## config.mk

```make
export PLATFORM = sky130hd
export DESIGN_NAME = bsic_top
export DESIGN_NICKNAME = d
export VERILOG_FILES = /design/src/verilog/bsic_pkg.sv /design/src/verilog/bsic_top.sv /design/src/verilog/bsic_fifo.sv /design/src/verilog/bsic_info_rom.sv
export SDC_FILE = /design/constraint.sdc
export NUM_CORES = 1
export LEC_CHECK = 0
export ABC_AREA = 0
export BUFFER_PORTS_ARGS = -buffer_cell sky130_fd_sc_hd__buf_2
export CAP_MARGIN = 15
export CORE_ASPECT_RATIO = 0.8
export CORE_MARGIN = 8
export CORE_UTILIZATION = 40
export DETAILED_ROUTE_END_ITERATION = 8
export PLACE_DENSITY = 0.61
export SLEW_MARGIN = 20
export SYNTH_ARGS = -nofsm -noshare
export SYNTH_HDL_FRONTEND = slang
export SYNTH_SLANG_ARGS = --single-unit
```

## constraint.sdc

```tcl
create_clock -name clk -period 2.95 [get_ports clk]
set_input_delay 0.59 -clock clk [delete_from_list [all_inputs] [get_ports clk]]
set_output_delay 0.59 -clock clk [all_outputs]
set_load 0.02 [all_outputs]
```

## src/verilog/bsic_pkg.sv

```systemverilog
// Purpose: constants for the boot serial command handler
// Assumes: byte-wide receive and transmit streams from the boot serial channel
// Notes: product-variant values are plain defaults, override per variant
`default_nettype none
package bsic_pkg;
   localparam logic [7:0] MODE_ASYNC = 8'h86;
   localparam logic [7:0] MODE_CLOCKED = 8'h30;
   localparam logic [7:0] CMD_RAM = 8'h10;
   localparam logic [7:0] CMD_SUM = 8'h20;
   localparam logic [7:0] CMD_INFO = 8'h30;
   localparam logic [7:0] CMD_ERASE = 8'h40;
   localparam logic [7:0] ERASE_ENABLE = 8'h54;
   localparam logic [7:0] ERASE_DONE = 8'h4F;
   localparam logic [7:0] ERASE_FAIL = 8'h4C;
   localparam logic [31:0] RAM_START = 32'h2000_0000;
   localparam logic [31:0] FLASH_START = 32'h3F80_0000;
   localparam logic [3:0] ACK_RX_ERR = 4'h8;
   localparam logic [3:0] ACK_BAD_CMD = 4'h1;
   localparam int INFO_BYTES = 88;
   localparam logic [6:0] INFO_LAST = 7'h57;
   localparam int FIFO_DEPTH = 4;
   localparam int BYTE_W = 8;
endpackage : bsic_pkg
`default_nettype wire

```

## src/verilog/bsic_top.sv

```systemverilog
// Purpose: boot serial command handler for the info and erase commands
// Assumes: receive bytes arrive with an error flag; transmit goes through a fifo
// Notes: the erase itself is external, started and answered by handshake
`timescale 1ns/10ps
`default_nettype none
module bsic_top #(
   parameter logic [31:0] SOFT_ID = 32'h0000_0000,
   parameter logic [95:0] PRODUCT_NAME = {12{8'h20}},
   parameter logic [31:0] PASSWORD_ADDR = 32'h0000_0000,
   parameter logic [31:0] RAM_END = 32'h0000_0000,
   parameter logic [31:0] FLASH_END = 32'h0000_0000,
   parameter logic [15:0] BLOCK_COUNT = 16'h0000,
   parameter logic [287:0] GROUPS = '0
) (
   input wire logic clk,
   input wire logic reset_n,
   input wire logic rx_valid,
   input wire logic [7:0] rx_data,
   input wire logic rx_error,
   output logic tx_valid,
   input wire logic tx_ready,
   output logic [7:0] tx_data,
   output logic clocked_mode,
   output logic cmd_wait,
   output logic [7:0] ack_code,
   output logic erase_start,
   input wire logic erase_done,
   input wire logic erase_error
);
   typedef enum logic [6:0] {
      ST_MODE = 7'h01,
      ST_CMD = 7'h02,
      ST_ECHO = 7'h04,
      ST_INFO = 7'h08,
      ST_ENABLE = 7'h10,
      ST_ERASE = 7'h20,
      ST_SUM = 7'h40
   } bsic_state_t;

   bsic_state_t state;
   bsic_state_t next_state;
   logic [3:0] prev_nibble;
   logic [6:0] info_idx;
   logic [7:0] sum;
   logic rom_valid;
   logic [7:0] rom_data;
   logic erase_pending;
   logic push;
   logic [7:0] push_data;
   logic fifo_in_ready;

   // receive error only counts in asynchronous mode
   wire rx_bad = rx_error && !clocked_mode;
   wire cmd_known = (rx_data == bsic_pkg::CMD_RAM) || (rx_data == bsic_pkg::CMD_SUM)
                    || (rx_data == bsic_pkg::CMD_INFO) || (rx_data == bsic_pkg::CMD_ERASE);
   wire [7:0] err_rx_ack = {prev_nibble, bsic_pkg::ACK_RX_ERR};
   wire [7:0] err_cmd_ack = {prev_nibble, bsic_pkg::ACK_BAD_CMD};
   // one-hot state decode
   wire in_mode = (state == ST_MODE);
   wire in_cmd = (state == ST_CMD);
   wire in_enable = (state == ST_ENABLE);
   wire in_info = (state == ST_INFO);
   wire in_sum = (state == ST_SUM);
   wire in_erase = (state == ST_ERASE);

   // a byte is taken only while the fifo has room for its answer
   wire take_cmd = in_cmd && rx_valid && fifo_in_ready;
   wire take_en = in_enable && rx_valid && fifo_in_ready;
   wire take_mode = in_mode && rx_valid && fifo_in_ready;

   // rom read runs one ahead; stalls when the fifo is full
   wire info_step = in_info && fifo_in_ready;
   wire info_push = info_step && rom_valid;
   wire info_end = (info_idx == bsic_pkg::INFO_LAST);
   // next address goes out with each push, so the registered read keeps pace
   wire [6:0] rom_addr = (info_push && !info_end) ? info_idx + 7'h01 : info_idx;
   wire [7:0] chk = 8'h00 - sum;

   // accepted bytes that move the state or the remembered nibble
   wire cmd_ok = take_cmd && !rx_bad && cmd_known;
   wire enable_ok = take_en && !rx_bad && (rx_data == bsic_pkg::ERASE_ENABLE);

   // the cycle that carries the start pulse ignores a done level left from before
   wire erase_take = in_erase && erase_done && fifo_in_ready && !erase_pending;
   wire [7:0] erase_ack = erase_error ? bsic_pkg::ERASE_FAIL : bsic_pkg::ERASE_DONE;

   assign cmd_wait = (state == ST_CMD);

   bsic_info_rom #(
      .SOFT_ID(SOFT_ID),
      .PRODUCT_NAME(PRODUCT_NAME),
      .PASSWORD_ADDR(PASSWORD_ADDR),
      .RAM_END(RAM_END),
      .FLASH_END(FLASH_END),
      .BLOCK_COUNT(BLOCK_COUNT),
      .GROUPS(GROUPS)
   ) u_rom (
      .clk(clk),
      .addr(rom_addr),
      .data(rom_data)
   );

   bsic_fifo #(
      .WIDTH(bsic_pkg::BYTE_W),
      .DEPTH(bsic_pkg::FIFO_DEPTH)
   ) u_fifo (
      .clk(clk),
      .reset_n(reset_n),
      .in_valid(push),
      .in_ready(fifo_in_ready),
      .in_data(push_data),
      .out_valid(tx_valid),
      .out_ready(tx_ready),
      .out_data(tx_data)
   );

   // unknown first byte is ignored; controller times out
   wire mode_ok = (rx_data == bsic_pkg::MODE_ASYNC) || (rx_data == bsic_pkg::MODE_CLOCKED);
   // the mode byte also decides whether receive errors are checked
   wire mode_clocked = (rx_data == bsic_pkg::MODE_CLOCKED);
   wire mode_take = take_mode && mode_ok;

   always_comb begin
      next_state = state;
      push = 1'b0;
      push_data = 8'h00;
      case (state)
         ST_MODE: begin
            if (take_mode && mode_ok) begin
               push = 1'b1;
               push_data = rx_data;
               next_state = ST_CMD;
            end
         end
         ST_CMD: begin
            if (take_cmd) begin
               push = 1'b1;
               next_state = ST_CMD;
               if (rx_bad) begin
                  push_data = err_rx_ack;
               end else if (!cmd_known) begin
                  push_data = err_cmd_ack;
               end else begin
                  push_data = rx_data;
                  if (rx_data == bsic_pkg::CMD_INFO) begin
                     next_state = ST_INFO;
                  end else if (rx_data == bsic_pkg::CMD_ERASE) begin
                     next_state = ST_ENABLE;
                  end
               end
            end
         end
         ST_INFO: begin
            if (info_step && rom_valid) begin
               push = 1'b1;
               push_data = rom_data;
               if (info_idx == bsic_pkg::INFO_LAST) begin
                  next_state = ST_SUM;
               end
            end
         end
         ST_SUM: begin
            if (fifo_in_ready) begin
               push = 1'b1;
               push_data = chk;
               next_state = ST_CMD;
            end
         end
         ST_ENABLE: begin
            if (take_en) begin
               push = 1'b1;
               next_state = ST_CMD;
               if (rx_bad) begin
                  push_data = err_rx_ack;
               end else if (rx_data != bsic_pkg::ERASE_ENABLE) begin
                  push_data = err_cmd_ack;
               end else begin
                  push_data = rx_data;
                  next_state = ST_ERASE;
               end
            end
         end
         ST_ERASE: begin
            if (erase_take) begin
               push = 1'b1;
               push_data = erase_ack;
               next_state = ST_CMD;
            end
         end
         default: begin
            next_state = ST_MODE;
         end
      endcase
   end

   // state register
   always_ff @(posedge clk) begin
      if (!reset_n) begin
         state <= ST_MODE;
      end else begin
         state <= next_state;
      end
   end

   // mode held for the whole session
   always_ff @(posedge clk) begin
      if (!reset_n) begin
         clocked_mode <= 1'b0;
      end else if (mode_take) begin
         clocked_mode <= mode_clocked;
      end
   end

   // only an accepted command moves the nibble that error acks repeat
   always_ff @(posedge clk) begin
      if (!reset_n) begin
         prev_nibble <= 4'h0;
      end else if (cmd_ok) begin
         prev_nibble <= rx_data[7:4];
      end
   end

   // last queued byte, for the rest of the boot unit
   always_ff @(posedge clk) begin
      if (!reset_n) begin
         ack_code <= 8'h00;
      end else if (push) begin
         ack_code <= push_data;
      end
   end

   // reply table walk; index clears whenever the reply is not running
   always_ff @(posedge clk) begin
      if (!reset_n || !in_info) begin
         info_idx <= 7'h00;
      end else if (info_push && !info_end) begin
         info_idx <= info_idx + 7'h01;
      end
   end

   // registered rom data is first usable one cycle into the reply
   always_ff @(posedge clk) begin
      if (!reset_n || !in_info) begin
         rom_valid <= 1'b0;
      end else if (info_step) begin
         rom_valid <= 1'b1;
      end
   end

   // running sum survives into the checksum state and clears after it
   always_ff @(posedge clk) begin
      if (!reset_n) begin
         sum <= 8'h00;
      end else if (info_push) begin
         sum <= sum + rom_data;
      end else if (!in_info && !in_sum) begin
         sum <= 8'h00;
      end
   end

   // one cycle start pulse, then wait for the erase engine
   always_ff @(posedge clk) begin
      if (!reset_n) begin
         erase_start <= 1'b0;
      end else begin
         erase_start <= enable_ok;
      end
   end

   // masks the first erase-state cycle, before the engine has seen the start
   always_ff @(posedge clk) begin
      if (!reset_n) begin
         erase_pending <= 1'b0;
      end else begin
         erase_pending <= enable_ok;
      end
   end
endmodule : bsic_top
`default_nettype wire

```

## src/verilog/bsic_fifo.sv

```systemverilog
// Purpose: small transmit fifo
// Assumes: single clock
// Notes: unregistered read data, straight from the storage array
`timescale 1ns/10ps
`default_nettype none
module bsic_fifo #(
   parameter int WIDTH = 8,
   parameter int DEPTH = 4
) (
   input wire logic clk,
   input wire logic reset_n,
   input wire logic in_valid,
   output logic in_ready,
   input wire logic [WIDTH-1:0] in_data,
   output logic out_valid,
   input wire logic out_ready,
   output logic [WIDTH-1:0] out_data
);
   localparam int AW = $clog2(DEPTH);
   logic [WIDTH-1:0] mem [DEPTH];
   logic [AW-1:0] wr_ptr;
   logic [AW-1:0] rd_ptr;
   logic [AW:0] count;
   logic [AW:0] next_count;
   wire push = in_valid && in_ready;
   wire pop = out_valid && out_ready;
   assign in_ready = (count != DEPTH[AW:0]);
   assign out_valid = (count != '0);
   assign out_data = mem[rd_ptr];
   assign next_count = count + {{AW{1'b0}}, push} - {{AW{1'b0}}, pop};
   always_ff @(posedge clk) begin
      if (push) begin
         mem[wr_ptr] <= in_data;
      end
   end
   always_ff @(posedge clk) begin
      if (!reset_n) begin
         wr_ptr <= '0;
         rd_ptr <= '0;
         count <= '0;
      end else begin
         if (push) begin
            wr_ptr <= wr_ptr + 1'b1;
         end
         if (pop) begin
            rd_ptr <= rd_ptr + 1'b1;
         end
         count <= next_count;
      end
   end
endmodule : bsic_fifo
`default_nettype wire

```

## src/verilog/bsic_info_rom.sv

```systemverilog
// Purpose: product information reply table, bytes 5 to 92
// Assumes: variant values given as parameters
// Notes: read data registered, one cycle latency
`timescale 1ns/10ps
`default_nettype none
module bsic_info_rom #(
   parameter logic [31:0] SOFT_ID = 32'h0000_0000,
   parameter logic [95:0] PRODUCT_NAME = {12{8'h20}},
   parameter logic [31:0] PASSWORD_ADDR = 32'h0000_0000,
   parameter logic [31:0] RAM_END = 32'h0000_0000,
   parameter logic [31:0] FLASH_END = 32'h0000_0000,
   parameter logic [15:0] BLOCK_COUNT = 16'h0000,
   parameter logic [287:0] GROUPS = '0
) (
   input wire logic clk,
   input wire logic [6:0] addr,
   output logic [7:0] data
);
   // index 0 is reply byte 5; address fields least significant byte first
   logic [703:0] table_bits;
   assign table_bits = {GROUPS, BLOCK_COUNT, FLASH_END,
                        bsic_pkg::FLASH_START, 80'h0, RAM_END, 32'h0,
                        bsic_pkg::RAM_START, PASSWORD_ADDR,
                        PRODUCT_NAME, SOFT_ID};
   always_ff @(posedge clk) begin
      data <= table_bits[{addr, 3'h0} +: 8];
   end
endmodule : bsic_info_rom
`default_nettype wire

```

==> metrics.cfg <==
[detailed_routing]
routedWlPerCell_um = 16.57
antenna_left = 0
drt_pass1_iterations = 6
vias = 3247
viasPerCell = 5.367
wl_um = 10030
remaining_drc_errors = 0
drt_iter0_markers = 319

[yosys]
syn_area_mm2 = 0.004233
synth_top_area_frac = 0.2270
synth_edf_count = 32
seq_area_frac_synth = 0.4540
synth_most_common_cell = dfxtp_1
synth_fa_ha_area_frac = 0.05084
synthArstFlopShare = 0
yosysWarnings = 0
synth-main-ff-cell = dfxtp_1
synthXorXnorAreaFrac = 0.04552
synth.distinct_cells = 63
yosys-top-cells-area = dfxtp_1 (23%), edfxtp_1 (23%), mux4_2 (4.3%), ha_1 (4.1%), and2_1 (3.5%)
synth_top_family_by_area = simple AND/OR/NAND/NOR gates
syn_nets = 443
muxShareOfSynthArea = 0.05912
avgSynthCellArea_um2 = 10.27
synth-simple-area-share = 0.2294
ys_ff_latch = 80
yosysTopAreaCell = dfxtp_1
synthTopCellsByCount = dfxtp_1 (48), edfxtp_1 (32), nor2_1 (26)
synth_compound_gate_area_share = 0.1295
synthCells = 412

[clock_network]
cts_resized = 0
post_cts_buffers = 0
path_clk_slew_ns = 0.06
cts_buffers = 9
clockBufferDepth = 2
cts.sinks = 80
htreeDepth = 3
hold_buffers = 0
cts_root_buffer = clkbuf_16
cts_tree = done
clock_latency_ns = 0.34

[timing]
rsz0062_at_grt = false
drv_slew = 0
hold_violations = 0
maxSlewHeadroom = 0.5667
final.period_utilization = 0.8760
period_needed_ns = 2.584
tightest_slew_ns = 0.6499
fin_skew_ns = 0.008263
max_freq_mhz = 387.0
fin_tns_setup_ns = 0
finalWorstSetupSlack_ns = 0.3658
setup_viol = 0

[critical_path]
end_kind = flip-flop
critPathMaxFanout = 13
required_ns = 3.18
slowest_stage = or3b_2
r2r_cells = 9
critPathBufInv = 1
start_kind = flip-flop
max_stage_delay_ns = 0.61
path_delay_family = simple AND/OR/NAND/NOR gates
cp_data_arrival_time_ns = 2.82
worst-path-stages = 9
worstSetupPathType = flip-flop to flip-flop
cp_cell_sequence = or3b_2 -> nand4_1 -> o31ai_1 -> nor3b_2 -> inv_1 -> ha_1 -> fa_1 -> xnor2_1 -> and2_1

[floorplanning]
coreArea_mm2 = 0.01028
die_h_um = 108.0
io_pins = 35
dieArea_mm2 = 0.01415
initial_core_util = 0.4117
rows = 33
die_w_um = 131.0

[power_and_ir_drop]
ir_worst_vdd_mv = 0.3826
pwr_density_cell_mw_per_mm2 = 621.9
p_leak_nw = 1.888

[hold_path]
hold_depth = 2
hold_path.class = flip-flop to flip-flop

[outcome]
status = finished clean

[grt]
use_met3 = 0.03738
gr-usage-met2 = 0.2174
use_met1 = 0.2087
antenna_found_initial = 0
grt_pass1_vias = 3097
grt_max_degree = 28
grt_first_pass_wirelength_um = 16240
track_usage = 0.1476
globalRoute.totalOverflow = 0
grt_busiest_layer = met2

[placement]
portBuffers = 34
gp_congestion = 0.8837
dp_slack_ns = 0.3711
place_hpwl_um = 7499

[finish]
final_nets = 491
final_layout_size_suffix_gt1_frac = 0.1849
diodes = 0
area_growth_pct = 17.56
fillCellCount = 969

[run]
drv_cap = 0

## through the flow
step / instances / power (mW) / area [um^2] / hold slack [ns] / utilization
3_5_place_dp: 589 / 1.874 / 4644 / 0.4570 / 0.4517
4_1_cts: 605 / 3.115 / 4976 / 0.4660 / 0.4840
5_1_grt: 605 / 3.221 / 4976 / 0.4907 / 0.4840
2_1_floorplan: 412 / 1.695 / 4238 / 0.4103 / -
6_report: 605 / 3.094 / 4976 / 0.4561 / 0.4840
3_3_place_gp: 589 / 1.872 / 4644 / 0.4429 / 0.4517
## state kept, by name, indices dropped and copies added (netlist names), named ones only
signal / cells
u_fifo.mem: 32
ack_code: 8
sum: 8
info_idx: 7
state: 6
prev_nibble: 4
u_fifo.count: 3
u_rom.data: 3
u_fifo.rd_ptr: 2
u_fifo.wr_ptr: 2
clocked_mode: 1
erase_pending: 1
rom_valid: 1
## per-layer routing
metal  vias up  wire [um]  part of all wire
met4         0        100             0.010
met3         8        636             0.063
li1       1609          -                 -
met1      1539       4965              0.50
met2        91       4323              0.43
met5         -          0                 0
## cell usage in the layout (no fill, tap or decap), drive strengths merged, types with 6 or more instances in the layout
cell type | synthesis | layout
buf | 4 | 50
dfxtp | 48 | 48
edfxtp | 32 | 32
nor2 | 26 | 26
and2 | 26 | 26
inv | 20 | 25
nor2b | 23 | 23
nand2 | 21 | 21
a21oi | 21 | 21
o21ai | 15 | 15
xnor2 | 14 | 14
ha | 14 | 14
nand4 | 11 | 11
nand3 | 11 | 11
o21a | 10 | 10
clkbuf | 9 | 9
xor2 | 8 | 8
mux4 | 8 | 8
mux2i | 7 | 7
nor4 | 7 | 7
nor3b | 7 | 7
nor3 | 6 | 6
a22oi | 6 | 6
## worst min-delay path, stage by stage, from the launching register on
cell and delay [ns]:
dfxtp_1 0.33, nand2_1 0.06, nor2_1 0.03
## layout make-up
type                            instances  area, um^2  area share
Multi-Input combinational cell        299        2182      0.4385
Clock buffer                            9       225.2     0.04526
Clock inverter                          7       106.4     0.02137
Inverter                               20       75.07     0.01509
Timing Repair Buffer                   50       290.3     0.05834
Tap cell                              140       175.2     0.03520
Sequential cell                        80        1922      0.3862
## cells by family (layout without fill, tap and decap cells)
kind of cell / count (synthesis) / in the layout
muxes: 15 / 15
AOI/OAI and AO/OA: 82 / 82
xor gates and xnor gates: 22 / 22
DFF: 80 / 80
buffers and inverters: 33 / 86
adders and majority gates: 16 / 16
and+or+nand+nor: 164 / 164
## path summary, 6_finish.rpt
| check | startpoint | slack, ns | to |
|---|---|---|---|
| setup / recovery | u_fifo.count[2] | 0.37 | u_fifo.count[2] |
| hold / removal | prev_nibble[3] | 0.46 | prev_nibble[3] |
| setup reg to reg | u_fifo.count[2] | 0.37 | u_fifo.count[2] |
| hold reg to reg | prev_nibble[3] | 0.46 | prev_nibble[3] |
## power by group
group          total, mW  internal (mW)  switching, mW
combinational      0.583          0.274          0.309
sequential          1.27           1.19         0.0811
clock               1.24          0.759          0.483
Note: power is estimated with default switching activity, not from simulation.
